**config.mk**
```make
export PLATFORM = sky130hd
export DESIGN_NAME = pms_power_mode_supervisor
export DESIGN_NICKNAME = d
export VERILOG_FILES = /design/src/design/pms_pkg.sv /design/src/design/pms_power_mode_supervisor.sv
export SDC_FILE = /design/constraint.sdc
export NUM_CORES = 1
export LEC_CHECK = 0
export BUFFER_PORTS_ARGS = -buffer_cell sky130_fd_sc_hd__buf_2
export CORE_MARGIN = 10
export CORE_UTILIZATION = 45
export CTS_CLUSTER_DIAMETER = 150
export DETAILED_ROUTE_END_ITERATION = 7
export PLACE_DENSITY = 0.8
export SLEW_MARGIN = 20
export SYNTH_ARGS = -nofsm -noshare
export SYNTH_HDL_FRONTEND = slang
export SYNTH_SLANG_ARGS = --single-unit
```
**constraint.sdc**
```tcl
create_clock -name clk_sys_i -period 2.4 [get_ports clk_sys_i]
set_input_delay 0.24 -clock clk_sys_i [delete_from_list [all_inputs] [get_ports clk_sys_i]]
set_output_delay 0.24 -clock clk_sys_i [all_outputs]
set_load 0.005 [all_outputs]
```
**src/design/pms_pkg.sv**
```systemverilog
// Purpose : Shared constants and types for the power mode supervisor.
// Assumes : Registers sit on a 32-bit classic Wishbone slave, word aligned.
// Notes   : Offsets are byte addresses.
package pms_pkg;

   // ---------------------------------------------------------------------
   // Register map
   // ---------------------------------------------------------------------
   localparam logic [7:0] PMS_OFF_CTRL   = 8'h00;
   localparam logic [7:0] PMS_OFF_STATUS = 8'h04;
   localparam logic [7:0] PMS_OFF_IRQ_ST = 8'h08;
   localparam logic [7:0] PMS_OFF_IRQ_EN = 8'h0C;
   localparam logic [7:0] PMS_OFF_IRQ_CL = 8'h10;

   // ---------------------------------------------------------------------
   // Control, status and interrupt register fields
   // ---------------------------------------------------------------------
   localparam int PMS_CTRL_LEVEL_LSB = 0;
   localparam int PMS_CTRL_DET_EN    = 3;
   localparam int PMS_CTRL_VOLT_SEL  = 4;
   localparam int PMS_CTRL_PD_SEL    = 5;
   localparam int PMS_CTRL_LP_SEL    = 6;
   localparam int PMS_CTRL_WUE_CLR   = 7;

   localparam int PMS_ST_DET_FLAG = 0;
   localparam int PMS_ST_WUE_FLAG = 1;
   localparam int PMS_ST_MODE_LSB = 2;

   localparam int PMS_IRQ_DET  = 0;
   localparam int PMS_IRQ_WAKE = 1;
   localparam int PMS_IRQ_W    = 2;

   localparam logic [7:0] PMS_CTRL_RESET = 8'h00;

   // Cycles of clock restore after a stop exit before the core is released.
   localparam int PMS_RESTORE_NS     = 80;
   localparam int PMS_CLK_PERIOD_NS  = 8;
   localparam int PMS_RESTORE_CYCLES = (PMS_RESTORE_NS + PMS_CLK_PERIOD_NS - 1)
                                       / PMS_CLK_PERIOD_NS;

   typedef enum logic [1:0] {
      PMS_BOR_OFF,
      PMS_BOR_LVL1,
      PMS_BOR_LVL2,
      PMS_BOR_LVL3
   } pms_bor_level_t;

   typedef enum {
      PMS_RUN,
      PMS_SLEEP,
      PMS_STOP,
      PMS_RESTORE,
      PMS_STANDBY
   } pms_mode_t;

   // Core request bundle.
   typedef struct packed {
      logic wait_irq;
      logic wait_evt;
      logic core_deep_sleep_bit;
   } pms_core_req_t;

   // Standby wake sources.
   typedef struct packed {
      logic wakeup_pin;
      logic rtc_alarm;
      logic rtc_wakeup;
      logic rtc_timestamp;
      logic rtc_tamper;
      logic external_reset_pin;
      logic independent_watchdog;
   } pms_wake_src_t;

   // Analog supervisor reports; a 1 means the supply is below the level.
   typedef struct packed {
      logic main_below_por;
      logic analog_below_por;
      logic [3:1] below_bor;
      logic below_detector;
   } pms_supply_t;

endpackage

```
**src/design/pms_power_mode_supervisor.sv**
```systemverilog
// Purpose : Supply supervision, voltage detector and low-power mode control.
// Assumes : Core wait requests are synchronous one-cycle pulses.
// Notes   : Analog comparators are outside; this block acts on their levels.
//
// The address map and the Wishbone slave port are this design's own decisions.
`timescale 1ns/10ps

// Overview of operation
// - Hold chip reset while power-on or power-down supervisor reports low supply.
// - Brown-out level comes from a 2-bit option setting; zero disables it.
// - Hold chip reset while supply is below the chosen brown-out level.
// - Voltage detector flag and interrupt act only while its enable bit is 1.
// - A 3-bit writable level field picks the detector threshold.
// - Read-only status flag follows the detector comparison continuously.
// - Detector crossing in either direction raises an interrupt when enabled.
// - Run mode keeps regulator in normal mode at software-chosen voltage.
// - Stop gates core clocks and peripherals, keeping regulator level.
// - Standby powers down the core domain; wake comes through reset.
// - Three low-power modes exist: sleep, stop and standby.
// - Wait with deep-sleep clear enters sleep; an interrupt wakes a wait for interrupt, an event a wait for event.
// - Wait with deep-sleep set and power-down select 0 enters stop.
// - In stop, regulator low-power select picks normal or low-power mode.
// - Deep-sleep, power-down select 1, wake flag clear: wait enters standby.
module pms_power_mode_supervisor #(
   parameter int RESTORE_CYCLES = pms_pkg::PMS_RESTORE_CYCLES
) (
   input  wire logic                  clk_sys_i,         // System clock, 125 MHz.
   input  wire logic                  rst_n_i,           // Power-on reset, active low.
   input  wire logic [31:0]           wb_adr_i,          // Wishbone address.
   input  wire logic [31:0]           wb_dat_i,          // Wishbone write data.
   input  wire logic [3:0]            wb_sel_i,          // Wishbone byte select.
   input  wire logic                  wb_we_i,           // Wishbone write enable.
   input  wire logic                  wb_cyc_i,          // Wishbone cycle.
   input  wire logic                  wb_stb_i,          // Wishbone strobe.
   output logic [31:0]                wb_dat_o,          // Wishbone read data.
   output logic                       wb_ack_o,          // Wishbone acknowledge.
   input  wire logic [1:0]            bor_option_i,      // Brown-out option level.
   input  wire pms_pkg::pms_supply_t  supply_i,          // Analog supervisor levels.
   input  wire pms_pkg::pms_core_req_t core_req_i,       // Core wait requests.
   input  wire logic                  any_irq_i,         // Any pending interrupt.
   input  wire logic                  event_i,           // Wake-up event to core.
   input  wire logic                  ext_irq_i,         // Any external line event.
   input  wire pms_pkg::pms_wake_src_t wake_src_i,       // Standby wake sources.
   output logic                       chip_reset_n_o,    // Chip reset, active low.
   output logic                       core_clk_en_o,     // Core clock enable.
   output logic                       periph_clk_en_o,   // Core-domain peripheral clocks.
   output logic                       core_power_on_o,   // Core domain power switch.
   output logic                       reg_lowpower_o,    // Regulator low-power mode.
   output logic                       regulator_voltage_select_o, // Regulator level.
   output logic [2:0]                 detector_level_select_o,    // Detector threshold.
   output logic                       irq_o              // Level interrupt.
);

   // ---------------------------------------------------------------------
   // Register bus
   // ---------------------------------------------------------------------
   localparam int PMS_IRQ_W_L = pms_pkg::PMS_IRQ_W;

   logic [7:0]  ctrl;
   logic [7:0]  next_ctrl;
   logic [PMS_IRQ_W_L-1:0] irq_en;
   logic [PMS_IRQ_W_L-1:0] next_irq_en;
   logic        ack;
   logic        next_ack;
   logic [31:0] rdata;
   logic [31:0] next_rdata;
   logic        wr_stb;
   logic [7:0]  adr;
   logic [PMS_IRQ_W_L-1:0] irq_clr;
   logic [PMS_IRQ_W_L-1:0] irq_st;
   logic [PMS_IRQ_W_L-1:0] next_irq_st;
   logic [PMS_IRQ_W_L-1:0] irq_set;
   logic        det_flag;
   logic        det_flag_d;
   logic        wue_flag;
   logic        next_wue_flag;
   logic        wue_clr;
   pms_pkg::pms_mode_t mode;
   pms_pkg::pms_mode_t next_mode;

   assign adr    = wb_adr_i[7:0];
   // A write lands on the edge at which the master sees ack high.
   assign wr_stb = wb_cyc_i && wb_stb_i && wb_we_i && ack && wb_sel_i[0];
   assign wb_ack_o = ack;
   assign wb_dat_o = rdata;

   always_comb begin
      next_ctrl   = ctrl;
      next_irq_en = irq_en;
      irq_clr     = '0;
      wue_clr     = 1'b0;
      next_ack    = wb_cyc_i && wb_stb_i && !ack;
      next_rdata  = rdata;
      if (wr_stb) begin
         case (adr)
            pms_pkg::PMS_OFF_CTRL: begin
               next_ctrl = wb_dat_i[7:0];
               wue_clr   = wb_dat_i[pms_pkg::PMS_CTRL_WUE_CLR];
               next_ctrl[pms_pkg::PMS_CTRL_WUE_CLR] = 1'b0;
            end
            pms_pkg::PMS_OFF_IRQ_EN: next_irq_en = wb_dat_i[PMS_IRQ_W_L-1:0];
            pms_pkg::PMS_OFF_IRQ_CL: irq_clr = wb_dat_i[PMS_IRQ_W_L-1:0];
            default: ;
         endcase
      end
      if (wb_cyc_i && wb_stb_i && !wb_we_i && !ack) begin
         case (adr)
            pms_pkg::PMS_OFF_CTRL:   next_rdata = {24'h000000, ctrl};
            pms_pkg::PMS_OFF_STATUS: next_rdata = {27'h0000000, 3'(mode),
                                                   wue_flag, det_flag};
            pms_pkg::PMS_OFF_IRQ_ST: next_rdata = {30'h00000000, irq_st};
            pms_pkg::PMS_OFF_IRQ_EN: next_rdata = {30'h00000000, irq_en};
            default:                 next_rdata = 32'h00000000;
         endcase
      end
   end

   always_ff @(posedge clk_sys_i) begin
      if (!rst_n_i) begin
         ctrl   <= pms_pkg::PMS_CTRL_RESET;
         irq_en <= '0;
         ack    <= 1'b0;
         rdata  <= 32'h00000000;
      end else begin
         ctrl   <= next_ctrl;
         irq_en <= next_irq_en;
         ack    <= next_ack;
         rdata  <= next_rdata;
      end
   end

   // ---------------------------------------------------------------------
   // Supply supervision and voltage detector
   // ---------------------------------------------------------------------
   logic bor_trip;

   always_comb begin
      case (pms_pkg::pms_bor_level_t'(bor_option_i))
         pms_pkg::PMS_BOR_LVL1: bor_trip = supply_i.below_bor[1];
         pms_pkg::PMS_BOR_LVL2: bor_trip = supply_i.below_bor[2];
         pms_pkg::PMS_BOR_LVL3: bor_trip = supply_i.below_bor[3];
         default:               bor_trip = 1'b0;
      endcase
   end

   // Supervisor resets are level driven and need no software action.
   assign chip_reset_n_o = rst_n_i && !supply_i.main_below_por
                           && !supply_i.analog_below_por && !bor_trip;

   assign detector_level_select_o = ctrl[pms_pkg::PMS_CTRL_LEVEL_LSB +: 3];
   assign det_flag = ctrl[pms_pkg::PMS_CTRL_DET_EN] && supply_i.below_detector;

   always_comb begin
      irq_set = '0;
      irq_set[pms_pkg::PMS_IRQ_DET]  = ctrl[pms_pkg::PMS_CTRL_DET_EN]
                                       && (det_flag != det_flag_d);
      irq_set[pms_pkg::PMS_IRQ_WAKE] = (mode == pms_pkg::PMS_RESTORE)
                                       && (next_mode == pms_pkg::PMS_RUN);
      // A set in the same cycle as a clear wins.
      next_irq_st = (irq_st & ~irq_clr) | irq_set;
      next_wue_flag = (wue_flag && !wue_clr) || event_i;
   end

   always_ff @(posedge clk_sys_i) begin
      if (!rst_n_i) begin
         det_flag_d <= 1'b0;
         irq_st     <= '0;
         wue_flag   <= 1'b0;
      end else begin
         det_flag_d <= det_flag;
         irq_st     <= next_irq_st;
         wue_flag   <= next_wue_flag;
      end
   end

   assign irq_o = |(irq_st & irq_en);

   // ---------------------------------------------------------------------
   // Low-power mode control
   // ---------------------------------------------------------------------
   logic [7:0] cnt;
   logic [7:0] next_cnt;
   logic       wait_req;
   logic       wfe_mode;
   logic       next_wfe_mode;

   assign wait_req = core_req_i.wait_irq || core_req_i.wait_evt;

   always_comb begin
      next_mode     = mode;
      next_cnt      = cnt;
      next_wfe_mode = wfe_mode;
      case (mode)
         pms_pkg::PMS_RUN: begin
            if (wait_req) begin
               next_wfe_mode = core_req_i.wait_evt;
               if (!core_req_i.core_deep_sleep_bit) begin
                  next_mode = pms_pkg::PMS_SLEEP;
               end else if (!ctrl[pms_pkg::PMS_CTRL_PD_SEL]) begin
                  next_mode = pms_pkg::PMS_STOP;
               end else if (!wue_flag) begin
                  next_mode = pms_pkg::PMS_STANDBY;
               end
            end
         end
         pms_pkg::PMS_SLEEP: begin
            if (wfe_mode ? event_i : any_irq_i) begin
               next_mode = pms_pkg::PMS_RUN;
            end
         end
         pms_pkg::PMS_STOP: begin
            if (ext_irq_i) begin
               next_mode = pms_pkg::PMS_RESTORE;
               next_cnt  = 8'(RESTORE_CYCLES);
            end
         end
         pms_pkg::PMS_RESTORE: begin
            // The core stays halted until the clock restore time has run out.
            if (cnt <= 8'h01) begin
               next_mode = pms_pkg::PMS_RUN;
            end else begin
               next_cnt = cnt - 8'h01;
            end
         end
         pms_pkg::PMS_STANDBY: begin
            // Wake from standby is a full reset of the core domain.
            if (|wake_src_i) begin
               next_mode = pms_pkg::PMS_RUN;
            end
         end
         default: next_mode = pms_pkg::PMS_RUN;
      endcase
   end

   always_ff @(posedge clk_sys_i) begin
      if (!rst_n_i) begin
         mode     <= pms_pkg::PMS_RUN;
         cnt      <= 8'h00;
         wfe_mode <= 1'b0;
      end else begin
         mode     <= next_mode;
         cnt      <= next_cnt;
         wfe_mode <= next_wfe_mode;
      end
   end

   // Clocks and power follow the mode register, one cycle after a wait request.
   assign core_clk_en_o   = (mode == pms_pkg::PMS_RUN);
   assign periph_clk_en_o = (mode == pms_pkg::PMS_RUN) || (mode == pms_pkg::PMS_SLEEP);
   assign core_power_on_o = (mode != pms_pkg::PMS_STANDBY);
   assign reg_lowpower_o  = (mode == pms_pkg::PMS_STOP)
                            && ctrl[pms_pkg::PMS_CTRL_LP_SEL];
   assign regulator_voltage_select_o = ctrl[pms_pkg::PMS_CTRL_VOLT_SEL];

   // ---------------------------------------------------------------------
   // Assertions
   // ---------------------------------------------------------------------
   a_sleep_entry: assert property (@(posedge clk_sys_i) disable iff (!rst_n_i)
      mode == pms_pkg::PMS_RUN && wait_req && !core_req_i.core_deep_sleep_bit
      |=> mode == pms_pkg::PMS_SLEEP) else $error("sleep not entered");
   a_stop_entry: assert property (@(posedge clk_sys_i) disable iff (!rst_n_i)
      mode == pms_pkg::PMS_RUN && wait_req && core_req_i.core_deep_sleep_bit
      && !ctrl[pms_pkg::PMS_CTRL_PD_SEL] |=> mode == pms_pkg::PMS_STOP)
      else $error("stop not entered");
   a_standby_entry: assert property (@(posedge clk_sys_i) disable iff (!rst_n_i)
      mode == pms_pkg::PMS_RUN && wait_req && core_req_i.core_deep_sleep_bit
      && ctrl[pms_pkg::PMS_CTRL_PD_SEL] && !wue_flag
      |=> mode == pms_pkg::PMS_STANDBY) else $error("standby not entered");
   a_standby_wake: assert property (@(posedge clk_sys_i) disable iff (!rst_n_i)
      mode == pms_pkg::PMS_STANDBY && |wake_src_i |=> core_power_on_o)
      else $error("standby wake missed");
   a_stop_restore: assert property (@(posedge clk_sys_i) disable iff (!rst_n_i)
      mode == pms_pkg::PMS_STOP && ext_irq_i |=> !core_clk_en_o ##[1:300] core_clk_en_o)
      else $error("stop exit not restored");
   a_det_gate: assert property (@(posedge clk_sys_i) disable iff (!rst_n_i)
      !ctrl[pms_pkg::PMS_CTRL_DET_EN] |-> !det_flag) else $error("detector active off");
   a_det_irq: assert property (@(posedge clk_sys_i) disable iff (!rst_n_i)
      $changed(det_flag) && ctrl[pms_pkg::PMS_CTRL_DET_EN] && $past(ctrl[pms_pkg::PMS_CTRL_DET_EN])
      |=> irq_st[pms_pkg::PMS_IRQ_DET]) else $error("detector irq missed");
   a_bor_hold: assert property (@(posedge clk_sys_i) disable iff (!rst_n_i)
      bor_option_i == 2'h3 && supply_i.below_bor[3] |-> !chip_reset_n_o)
      else $error("brown-out not holding reset");
   a_stop_reg: assert property (@(posedge clk_sys_i) disable iff (!rst_n_i)
      mode == pms_pkg::PMS_STOP |-> reg_lowpower_o == ctrl[pms_pkg::PMS_CTRL_LP_SEL])
      else $error("stop regulator mode wrong");
   // These check mode exits, the wake flag block, the supervisor reset levels and the stop clock gating.
   a_sleep_wake: assert property (@(posedge clk_sys_i) disable iff (!rst_n_i)
      mode == pms_pkg::PMS_SLEEP && (wfe_mode ? event_i : any_irq_i)
      |=> mode == pms_pkg::PMS_RUN) else $error("sleep wake missed");
   a_reset_hold: assert property (@(posedge clk_sys_i) disable iff (!rst_n_i)
      supply_i.main_below_por || supply_i.analog_below_por |-> !chip_reset_n_o)
      else $error("supply reset not holding");
   a_bor_off: assert property (@(posedge clk_sys_i) disable iff (!rst_n_i)
      bor_option_i == 2'h0 && !supply_i.main_below_por && !supply_i.analog_below_por
      |-> chip_reset_n_o) else $error("brown-out active while off");
   a_wue_block: assert property (@(posedge clk_sys_i) disable iff (!rst_n_i)
      mode == pms_pkg::PMS_RUN && wait_req && core_req_i.core_deep_sleep_bit
      && ctrl[pms_pkg::PMS_CTRL_PD_SEL] && wue_flag |=> mode == pms_pkg::PMS_RUN)
      else $error("standby entered with wake flag");
   a_wake_irq: assert property (@(posedge clk_sys_i) disable iff (!rst_n_i)
      mode == pms_pkg::PMS_RESTORE && cnt <= 8'h01
      |=> core_clk_en_o && irq_st[pms_pkg::PMS_IRQ_WAKE]) else $error("restore end wrong");
   a_stop_clocks: assert property (@(posedge clk_sys_i) disable iff (!rst_n_i)
      mode == pms_pkg::PMS_STOP |-> !core_clk_en_o && !periph_clk_en_o && core_power_on_o)
      else $error("stop clocks running");

endmodule // pms_power_mode_supervisor

```
==> results.sh, run 1 <==
export IMPL_cts_sink_count=62
export IMPL_max_slew_violation_count=0
export IMPL_first_iter_violations=102
export IMPL_synth_top_area_share=0.475
export IMPL_placement_cell_area_um2=2990
export IMPL_worst_endpoint_required_ns=2.16
export IMPL_setup_repair_after_global_routing_missed_its_margin="no"
export IMPL_maxCapViolCount=0
export IMPL_post_route_cells_drive_above_1_share=0.252
export IMPL_fin_setup_tns_ns=0
export IMPL_timing_hold_worst_class="in -> reg"
export IMPL_drt_total_wl_um=6150
export IMPL_p_sw_frac=0.233
export IMPL_synth_edf_count=0
export IMPL_hold_vio_cnt_final=0
export IMPL_synthDominantAreaCellType="sky130_fd_sc_hd__dfxtp_1"
export IMPL_tightestPinTransition_ns=0.748
export IMPL_post_route_drc_count=0
export IMPL_postSynthCellCount=271
export IMPL_detail_route_first_pass_iterations=4
export IMPL_synth_cell_types=50
export IMPL_netlist_top_cells_count="62 x sky130_fd_sc_hd__dfxtp_1, 31 x sky130_fd_sc_hd__nor2_1, 28 x sky130_fd_sc_hd__buf_4"
export IMPL_placeableCoreArea_um2=5570
export IMPL_synth_top_cells_by_area="sky130_fd_sc_hd__dfxtp_1 47%, sky130_fd_sc_hd__buf_4 8.0%, sky130_fd_sc_hd__nor2_1 4.5%"
export IMPL_detailed_place_hpwl_um=4840
export IMPL_async_reset_ff_frac=0
export IMPL_clockRootBuffer="sky130_fd_sc_hd__clkbuf_8"
export IMPL_clock_tree_skew_after_final_layout_ns=0.00937
export IMPL_cts_tree="done"
export IMPL_nNetsFinal=460
export IMPL_final_replace_weighted_congestion=0.905
export IMPL_critPathArrivalTime_ns=2.04
export IMPL_area_growth_syn_to_layout_pct=21.3
export IMPL_ir_drop_mv=0.436
export IMPL_final_antenna_diode_count=0
export IMPL_crit_path_start_kind="flop"
export IMPL_die_w_um=96.2
export IMPL_grt_max_degree=24
export IMPL_seq_area_frac_synth=0.475
export IMPL_area_sequential_um2=1240
export IMPL_clock_insertion_delay_worst_skew_ns=0.35
export IMPL_ys_dominant_reg_cell="sky130_fd_sc_hd__dfxtp_1"
export IMPL_finish_instance_area_um2=3170
export IMPL_combinationalPowerShare=0.052
export IMPL_route_vias_total=2135
export IMPL_grt_pass1_vias=2063
export IMPL_global_route_overflow_total=0
export IMPL_setup_slack_ns=0.123
export IMPL_floorplan_initialDensity=0.469
export IMPL_antenna_left=0
export IMPL_tot_gr_track_use=0.132
export IMPL_cts_clk_slew_worst_paths_ns=0.07
export IMPL_crit_fanout=4
export IMPL_multi_input_comb_area_um2=1310
export IMPL_port_buffer_count=60
export IMPL_start_to_end_type_of_the_worst_setup_path="reg -> out"
export IMPL_grt_antenna_before_repair=0
export IMPL_design_die_area_um2=9260
export IMPL_power_report_internal_total_mw=1.50
export IMPL_power_sequential_fraction=0.547
export IMPL_dieHeight_um=96.2
export IMPL_relative_contribution_of_the_clock_network_to_total_power=0.401
export IMPL_cts_buffer_depth=2
export IMPL_yosysWarningCount=0
export IMPL_period_share=0.949
export IMPL_cts_repair_timing_setup_buffer_count=0
export IMPL_maxClockFrequency_ghz=0.439
export IMPL_synth_seq_cells=62
export IMPL_maxSlewHeadroom=0.501
export IMPL_syn_area_um2=2610
export IMPL_power_static_leakage_nw=1.49
export IMPL_critPathCaptureType="output port"
export IMPL_place_worst_setup_slack_ns=0.236
export IMPL_post_synth_top_count_cell="sky130_fd_sc_hd__dfxtp_1"
export IMPL_num_rows=27
export IMPL_post_drt_via_cell_ratio=4.84
export IMPL_cts_htree_levels=3
export IMPL_finalWorstPathRequiredPeriod_ns=2.28
export IMPL_io_pins=137
export IMPL_status="finished clean"
export IMPL_power_density_nw_per_um2=615
export IMPL_switching_power_uw=455
export IMPL_routed_wire_length_per_instance_um=13.9
export IMPL_setup_violations_final=0
export IMPL_cts_made_buffers=9
export IMPL_first_pass_grt_wire_length_um=9530
export IMPL_postSynthAreaPerCell_um2=9.64
export IMPL_num_fill_cells=514
-- timing repair --
item	CTS	global route
setup endpoints to repair	0	2
resized for setup	0	2
hold buffers	0	0
-- layout by cell type (no fill, tap or decap), drive strengths merged, types with 3 or more instances in the layout --
master,count
conb,54
inv,6
nor4b,3
a2bb2oi,3
nand3b,3
nor2,31
nand3,8
nand2,17
a21oi,13
mux2i,11
dfxtp,62
clkbuf,12
or3,3
nor4,13
nor3,12
o21ai,5
clkinv,3
xnor2,6
buf,65
nand4,6
-- cell families after synthesis --
| family | count (synthesis) | share of synthesized area |
|---|---|---|
| simple gates | 109 | 0.236 |
| flops | 62 | 0.475 |
| buf+inv | 42 | 0.104 |
| compound gates | 33 | 0.0828 |
| mux | 15 | 0.0680 |
| xor+xnor | 7 | 0.0235 |
| fa+ha+maj | 2 | 0.00957 |
| other cells | 1 | 0.00143 |
-- critical path: stages (launching register included) --
cell,delay [ns]
sky130_fd_sc_hd__dfxtp_1,0.31
sky130_fd_sc_hd__nor4_2,0.34
sky130_fd_sc_hd__nand4_1,0.24
sky130_fd_sc_hd__or3_1,0.45
sky130_fd_sc_hd__nor3_2,0.19
sky130_fd_sc_hd__buf_2,0.16
-- per-stage QoR --
| step | util | hold slack (ns) | total power, mW | cells |
|---|---|---|---|---|
| 2_1_floorplan | - | 0.357 | 1.16 | 324 |
| 3_5_place_dp | 0.537 | 0.444 | 1.19 | 425 |
| 5_1_grt | 0.569 | 0.125 | 2.03 | 441 |
| 6_report | 0.569 | 0.121 | 1.95 | 441 |
| 3_3_place_gp | 0.537 | 0.438 | 1.18 | 425 |
| 4_1_cts | 0.567 | 0.117 | 1.97 | 441 |
-- power by group through the flow --
| stage | clock, mW | combinational (mW) | sequential [mW] |
|---|---|---|---|
| after floorplan | 0 | 0.0776 | 1.09 |
| after global placement | 0 | 0.0949 | 1.09 |
| after detailed placement | 0 | 0.0968 | 1.09 |
| after CTS | 0.803 | 0.0973 | 1.07 |
| after global routing | 0.849 | 0.116 | 1.07 |
| final | 0.783 | 0.101 | 1.07 |
-- final timing paths --
kind | start | to | slack (ns) | cells after the start
worst max-delay path | mode[7] | core_clk_en_o | 0.12 | 5
worst min-delay path | wb_dat_i[5] | ctrl[5] | 0.12 | 3
worst max register to register | cnt[2] | cnt[3] | 0.47 | 5
worst min register to register | wb_dat_o[0] | wb_dat_o[0] | 0.45 | 2
-- area by class of cell --
type,instances,share of cell area
timing repair buffer,65,0.107
clock inverter,4,0.00710
inverter,6,0.00710
multi-input combinational,220,0.414
clock buffer,12,0.0458
sequential,62,0.391
tap,72,0.0284
-- registers in the layout (all words and copies together) (netlist names) --
name,flops
mode,32
cnt,8
ctrl,7
wb_dat_o,7
irq_en,2
irq_st,2
det_flag_d,1
wb_ack_o,1
wfe_mode,1
wue_flag,1
-- per-layer routing --
metal  share of wire  global-route usage  routed length [um]  vias to the layer above
met1            0.39               0.142                2410                      966
met2            0.45               0.211                2770                       96
li1                -                   -                   -                     1065
met5               0                   0                   0                        -
met4           0.015              0.0504                  95                        0
met3            0.14              0.0770                 877                        8
(Power assumes the default switching activity.)
==> run 2, diff against run 1 <==
--- a/config.mk
+++ b/config.mk
@@ -8,6 +8,7 @@
 export BUFFER_PORTS_ARGS = -buffer_cell sky130_fd_sc_hd__buf_2
 export CORE_MARGIN = 10
 export CORE_UTILIZATION = 45
+export CTS_BUF_LIST = sky130_fd_sc_hd__clkbuf_2 sky130_fd_sc_hd__clkbuf_4 sky130_fd_sc_hd__clkbuf_8
 export CTS_CLUSTER_DIAMETER = 150
 export DETAILED_ROUTE_END_ITERATION = 7
 export PLACE_DENSITY = 0.8
==> run 2 against run 1 <==
Compared with the run above:
- core utilization is 0.13 points higher
- first-iteration DRC count stayed put
- non-clock buffer count stayed put
- critical path depth stayed put
- clock power is 2% higher
- sequential power hardly changed
- register-to-register slack hardly changed
==> results.sh, run 2 (synthesis results as in run 1) <==
export IMPL_drt_total_wl_um=6150
export IMPL_design_die_area_um2=9260
export IMPL_cts_buffer_depth=2
export IMPL_grt_pass1_vias=2063
export IMPL_layout_cells_most_common="sky130_fd_sc_hd__dfxtp_1"
export IMPL_antenna_left=0
export IMPL_hold_vio_cnt_final=0
export IMPL_num_rows=27
export IMPL_clock_insertion_delay_worst_skew_ns=0.34
export IMPL_clock_tree_skew_after_final_layout_ns=0.00713
export IMPL_reg2reg_setup_slack_ns=0.47
export IMPL_final_antenna_diode_count=0
export IMPL_placeableCoreArea_um2=5570
export IMPL_maxSlewHeadroom=0.505
export IMPL_cp_slowest_stage_delay_ns=0.45
export IMPL_global_route_overflow_total=0
export IMPL_nNetsFinal=460
export IMPL_timing_hold_worst_class="in -> reg"
export IMPL_area_growth_syn_to_layout_pct=21.6
export IMPL_largest_reg_flops=32
export IMPL_registers_top_by_ff_count="mode"
export IMPL_setup_slack_ns=0.126
export IMPL_maxCapViolCount=0
export IMPL_first_pass_grt_wire_length_um=9530
export IMPL_final_cell_mix="62 x sky130_fd_sc_hd__dfxtp_1, 60 x sky130_fd_sc_hd__buf_2, 54 x sky130_fd_sc_hd__conb_1, 31 x sky130_fd_sc_hd__nor2_1, 17 x sky130_fd_sc_hd__nand2_1"
export IMPL_setup_violations_final=0
export IMPL_crit_path_start_kind="flop"
export IMPL_critPathArrivalTime_ns=2.03
export IMPL_start_to_end_type_of_the_worst_setup_path="reg -> out"
export IMPL_critPathTopFamily="simple AND/OR/NAND/NOR gates"
export IMPL_max_slew_violation_count=0
export IMPL_grt_antenna_before_repair=0
export IMPL_power_density_nw_per_um2=620
export IMPL_critPathCaptureType="output port"
export IMPL_finish_instance_area_um2=3180
export IMPL_cts_clk_slew_worst_paths_ns=0.07
export IMPL_worst_endpoint_required_ns=2.16
export IMPL_post_drt_via_cell_ratio=4.85
export IMPL_detail_route_first_pass_iterations=4
export IMPL_final_power_mw=1.97
export IMPL_die_w_um=96.2
export IMPL_post_route_drc_count=0
export IMPL_tightestPinTransition_ns=0.741
export IMPL_cts_sink_count=62
export IMPL_grt_max_degree=24
export IMPL_route_vias_total=2140
export IMPL_power_static_leakage_nw=1.50
export IMPL_fin_setup_tns_ns=0
export IMPL_crit_fanout=4
export IMPL_setup_repair_after_global_routing_missed_its_margin="no"
export IMPL_cts_tree="done"
export IMPL_cts_made_buffers=9
export IMPL_post_route_cells_drive_above_1_share=0.257
export IMPL_period_share=0.948
export IMPL_cts_htree_levels=3
export IMPL_placement_cell_area_um2=2990
export IMPL_final_replace_weighted_congestion=0.905
export IMPL_clockRootBuffer="sky130_fd_sc_hd__clkbuf_8"
export IMPL_detailed_place_hpwl_um=4840
export IMPL_maxClockFrequency_ghz=0.440
export IMPL_status="finished clean"
export IMPL_floorplan_initialDensity=0.469
export IMPL_num_fill_cells=510
export IMPL_worst_path_max_delay_cell="sky130_fd_sc_hd__or3_1"
export IMPL_reg_top3="mode x32, cnt x8"
export IMPL_finalWorstPathRequiredPeriod_ns=2.27
export IMPL_cp_cell_sequence="nor4_2, nand4_1, or3_1, nor3_2, buf_2"
export IMPL_dieHeight_um=96.2
export IMPL_port_buffer_count=60
export IMPL_tot_gr_track_use=0.132
export IMPL_io_pins=137
export IMPL_ir_drop_mv=0.433
export IMPL_cts_hold_buf=0
export IMPL_place_worst_setup_slack_ns=0.236
export IMPL_critical_path_buf_inv_count=1
export IMPL_first_iter_violations=102
export IMPL_routed_wire_length_per_instance_um=13.9
## run 2: where the power goes
group | leakage, nW | switching [mW] | internal, mW
Combinational | 0.892 | 0.0595 | 0.0414
Clock | 0.0930 | 0.383 | 0.420
Sequential | 0.511 | 0.0101 | 1.06
Total | 1.50 | 0.452 | 1.52
## run 2: path summary, 6_finish.rpt
path	start	endpoint	depth (start not counted)
max	mode[7]	core_clk_en_o	5
min	wb_dat_i[5]	ctrl[5]	3
max reg2reg	cnt[2]	cnt[3]	5
min reg2reg	wb_dat_o[0]	wb_dat_o[0]	2
## run 2: worst register-to-register path: stages (launching register included)
cell	delay, ns
sky130_fd_sc_hd__dfxtp_1	0.35
sky130_fd_sc_hd__or4_4	0.59
sky130_fd_sc_hd__nor4b_4	0.38
sky130_fd_sc_hd__nor2_1	0.12
sky130_fd_sc_hd__o21a_1	0.20
sky130_fd_sc_hd__o211a_1	0.19
## run 2: cell type report
| class | instances | area, um2 | share of cell area |
|---|---|---|---|
| clock buffer | 12 | 153 | 0.0480 |
| clock inverter | 4 | 22.5 | 0.00708 |
| inverter | 6 | 22.5 | 0.00708 |
| multi-input combinational | 220 | 1310 | 0.413 |
| sequential | 62 | 1240 | 0.390 |
| tap | 72 | 90.1 | 0.0283 |
| timing repair buffer | 65 | 338 | 0.106 |
## run 2: timing repair
| item | 4_1_cts | 5_1_grt |
|---|---|---|
| resized for setup | 0 | 2 |
| buffers inserted | 0 | 0 |
| endpoints found under the hold margin | 0 | 0 |
| setup endpoints to repair | 0 | 2 |
## run 2: through the flow
| step | hold WS [ns] | utilization | std cells |
|---|---|---|---|
| floorplan | 0.357 | - | 324 |
| global placement | 0.438 | 0.537 | 425 |
| detailed placement | 0.444 | 0.537 | 425 |
| CTS | 0.117 | 0.568 | 441 |
| global route | 0.125 | 0.570 | 441 |
| finish | 0.127 | 0.570 | 441 |
## run 2: routing by layer
layer	vias up	GRT usage	part of all wire
li1	1065	-	-
met1	978	0.142	0.40
met2	89	0.211	0.45
met3	8	0.0770	0.13
met4	0	0.0504	0.015
met5	-	0	0
==> run 3, diff against run 2 <==
--- a/config.mk
+++ b/config.mk
@@ -11,6 +11,7 @@
 export CTS_BUF_LIST = sky130_fd_sc_hd__clkbuf_2 sky130_fd_sc_hd__clkbuf_4 sky130_fd_sc_hd__clkbuf_8
 export CTS_CLUSTER_DIAMETER = 150
 export DETAILED_ROUTE_END_ITERATION = 7
+export GPL_TIMING_DRIVEN = 0
 export PLACE_DENSITY = 0.8
 export SLEW_MARGIN = 20
 export SYNTH_ARGS = -nofsm -noshare
==> run 3 against run 2 <==
Compared with the run above:
- total power increased by 14%
- final cell count increased by 7.5%
- critical path type unchanged
- count of clock-buffer cells in the layout decreased by 1
- non-clock buffer count increased by 33
- via count increased by 4.9%
- flip-flop and latch count unchanged
- first-iteration DRC count increased by 22%
- worst setup slack got worse by 0.0043 ns
- core utilization increased by 5.4 points
- wire length increased by 1.7%
==> results.sh, run 3 (synthesis results as in run 1) <==
export IMPL_critPathArrivalTime_ns=2.04
export IMPL_timing_hold_worst_class="in -> reg"
export IMPL_status="finished clean"
export IMPL_clock_tree_skew_after_final_layout_ns=0.00793
export IMPL_final_antenna_diode_count=0
export IMPL_area_growth_syn_to_layout_pct=33.1
export IMPL_switching_power_uw=470
export IMPL_route_vias_total=2245
export IMPL_combinationalPowerShare=0.060
export IMPL_largest_reg_flops=32
export IMPL_worst_endpoint_required_ns=2.16
export IMPL_critical_path_reg2reg_endpoint="cnt[6]"
export IMPL_power_density_nw_per_um2=643
export IMPL_num_fill_cells=465
export IMPL_fin_setup_tns_ns=0
export IMPL_cts_clk_slew_worst_paths_ns=0.06
export IMPL_num_rows=27
export IMPL_first_iter_violations=124
export IMPL_detail_route_first_pass_iterations=4
export IMPL_first_pass_grt_wire_length_um=10100
export IMPL_hp_start="wb_dat_i[2]"
export IMPL_final_replace_weighted_congestion=0.876
export IMPL_detailed_place_hpwl_um=5010
export IMPL_port_buffer_count=59
export IMPL_power_report_internal_total_mw=1.77
export IMPL_cts_made_buffers=9
export IMPL_reg_top3="mode x32, cnt x8"
export IMPL_hold_vio_cnt_final=0
export IMPL_critPathCaptureType="output port"
export IMPL_placement_cell_area_um2=3200
export IMPL_die_w_um=96.2
export IMPL_clock_insertion_delay_worst_skew_ns=0.34
export IMPL_worstHoldEndpoint="ctrl[2]"
export IMPL_setup_slack_ns=0.122
export IMPL_antenna_left=0
export IMPL_dieHeight_um=96.2
export IMPL_nNetsFinal=493
export IMPL_global_route_overflow_total=0
export IMPL_p_sw_frac=0.210
export IMPL_reg2reg_from="cnt[2]"
export IMPL_cts_tree="done"
export IMPL_maxClockFrequency_ghz=0.439
export IMPL_post_drt_via_cell_ratio=4.74
export IMPL_crit_fanout=4
export IMPL_start_to_end_type_of_the_worst_setup_path="reg -> out"
export IMPL_registers_top_by_ff_count="mode"
export IMPL_finish_instance_area_um2=3480
export IMPL_layout_cells_most_common="sky130_fd_sc_hd__dfxtp_1"
export IMPL_placeableCoreArea_um2=5570
export IMPL_relative_contribution_of_the_clock_network_to_total_power=0.463
export IMPL_design_die_area_um2=9260
export IMPL_grt_max_degree=12
export IMPL_setup_violations_final=0
export IMPL_ir_drop_mv=0.525
export IMPL_place_worst_setup_slack_ns=0.200
export IMPL_tot_gr_track_use=0.138
export IMPL_crit_path_start_kind="flop"
export IMPL_post_route_drc_count=0
export IMPL_grt_antenna_before_repair=0
export IMPL_reg2reg_setup_slack_ns=0.34
export IMPL_r2r_worst_path_cells=5
export IMPL_final_cell_mix="62 x sky130_fd_sc_hd__dfxtp_1, 60 x sky130_fd_sc_hd__buf_2, 54 x sky130_fd_sc_hd__conb_1, 31 x sky130_fd_sc_hd__nor2_1, 31 x sky130_fd_sc_hd__buf_4"
export IMPL_io_pins=137
export IMPL_power_static_leakage_nw=1.67
export IMPL_period_share=0.949
export IMPL_finalWorstPathRequiredPeriod_ns=2.28
export IMPL_cts_htree_levels=3
export IMPL_floorplan_initialDensity=0.469
export IMPL_max_slew_violation_count=0
export IMPL_power_sequential_fraction=0.477
export IMPL_maxCapViolCount=0
export IMPL_cts_buffer_depth=2
export IMPL_drt_total_wl_um=6260
export IMPL_post_route_cells_drive_above_1_share=0.306
export IMPL_setup_repair_after_global_routing_missed_its_margin="no"
export IMPL_clockRootBuffer="sky130_fd_sc_hd__clkbuf_8"
export IMPL_cts_sink_count=62
export IMPL_worstHoldPathCells=3
export IMPL_routed_wire_length_per_instance_um=13.2
export IMPL_tightestPinTransition_ns=0.652
export IMPL_maxSlewHeadroom=0.562
export IMPL_grt_pass1_vias=2248
[run 3: cell count changes in the layout (fill, tap and decap cells not counted), moves of 2 or more]
cell / change
sky130_fd_sc_hd__clkinv_2: -2
sky130_fd_sc_hd__clkbuf_1: +5
sky130_fd_sc_hd__buf_4: +26
sky130_fd_sc_hd__clkbuf_4: -2
sky130_fd_sc_hd__bufinv_16: +2
[run 3: cell type report]
type                    instances  area, um2  share of cell area
clock inverters                 5       81.3              0.0234
well taps                      72       90.1              0.0259
inverters                       6       22.5             0.00647
flip-flops and latches         62       1240               0.357
clock buffers                  11        151              0.0435
plain buffers                  36        249              0.0716
multi-input cells             220       1330               0.381
repair buffers                 62        318              0.0914
[run 3: how the worst max path moves through the flow]
stage            start  cells after the start  slack [ns]              end
2_1_floorplan   cnt[2]                      5        0.61           cnt[3]
3_3_place_gp   mode[3]                      5        0.30         wfe_mode
3_5_place_dp   mode[3]                      5        0.20         wfe_mode
4_1_cts        mode[7]                      5        0.02    core_clk_en_o
5_1_grt        mode[7]                      5      0.0007  periph_clk_en_o
6_report       mode[7]                      5        0.12  periph_clk_en_o
[run 3: repair_timing]
action                     CTS  global route
pin swaps                    2             1
setup endpoints to repair    4             4
setup buffers                2             1
hold buffers                 0             0
resized for setup            1             3
hold endpoints to repair     0             0
[run 3: per-stage QoR]
step	total power, mW	util	hold slack [ns]	cells
2_1_floorplan	1.16	-	0.357	324
3_3_place_gp	1.21	0.574	0.440	455
3_5_place_dp	1.22	0.574	0.449	455
4_1_cts	2.26	0.619	0.128	473
5_1_grt	2.33	0.624	0.160	474
6_report	2.24	0.624	0.141	474
[run 3: power groups by stage]
stage	clock network, mW	registers (mW)	logic, mW
6_report	1.03	1.07	0.135
5_1_grt	1.10	1.07	0.153
4_1_cts	1.06	1.07	0.130
3_5_place_dp	0	1.09	0.129
3_3_place_gp	0	1.09	0.127
2_1_floorplan	0	1.09	0.0776
[run 3: worst max-delay path, cell delays in order (launching register included)]
cell	delay, ns
sky130_fd_sc_hd__dfxtp_1	0.31
sky130_fd_sc_hd__nor4_2	0.32
sky130_fd_sc_hd__nand4_1	0.24
sky130_fd_sc_hd__or3_1	0.47
sky130_fd_sc_hd__nor2_1	0.20
sky130_fd_sc_hd__buf_2	0.16
[run 3: per-layer routing]
layer,global-route usage,up-vias,wire [um]
met4,0.0541,0,87
met3,0.0599,9,834
met2,0.223,86,2820
li1,-,1132,-
met5,0,-,0
met1,0.156,1018,2510
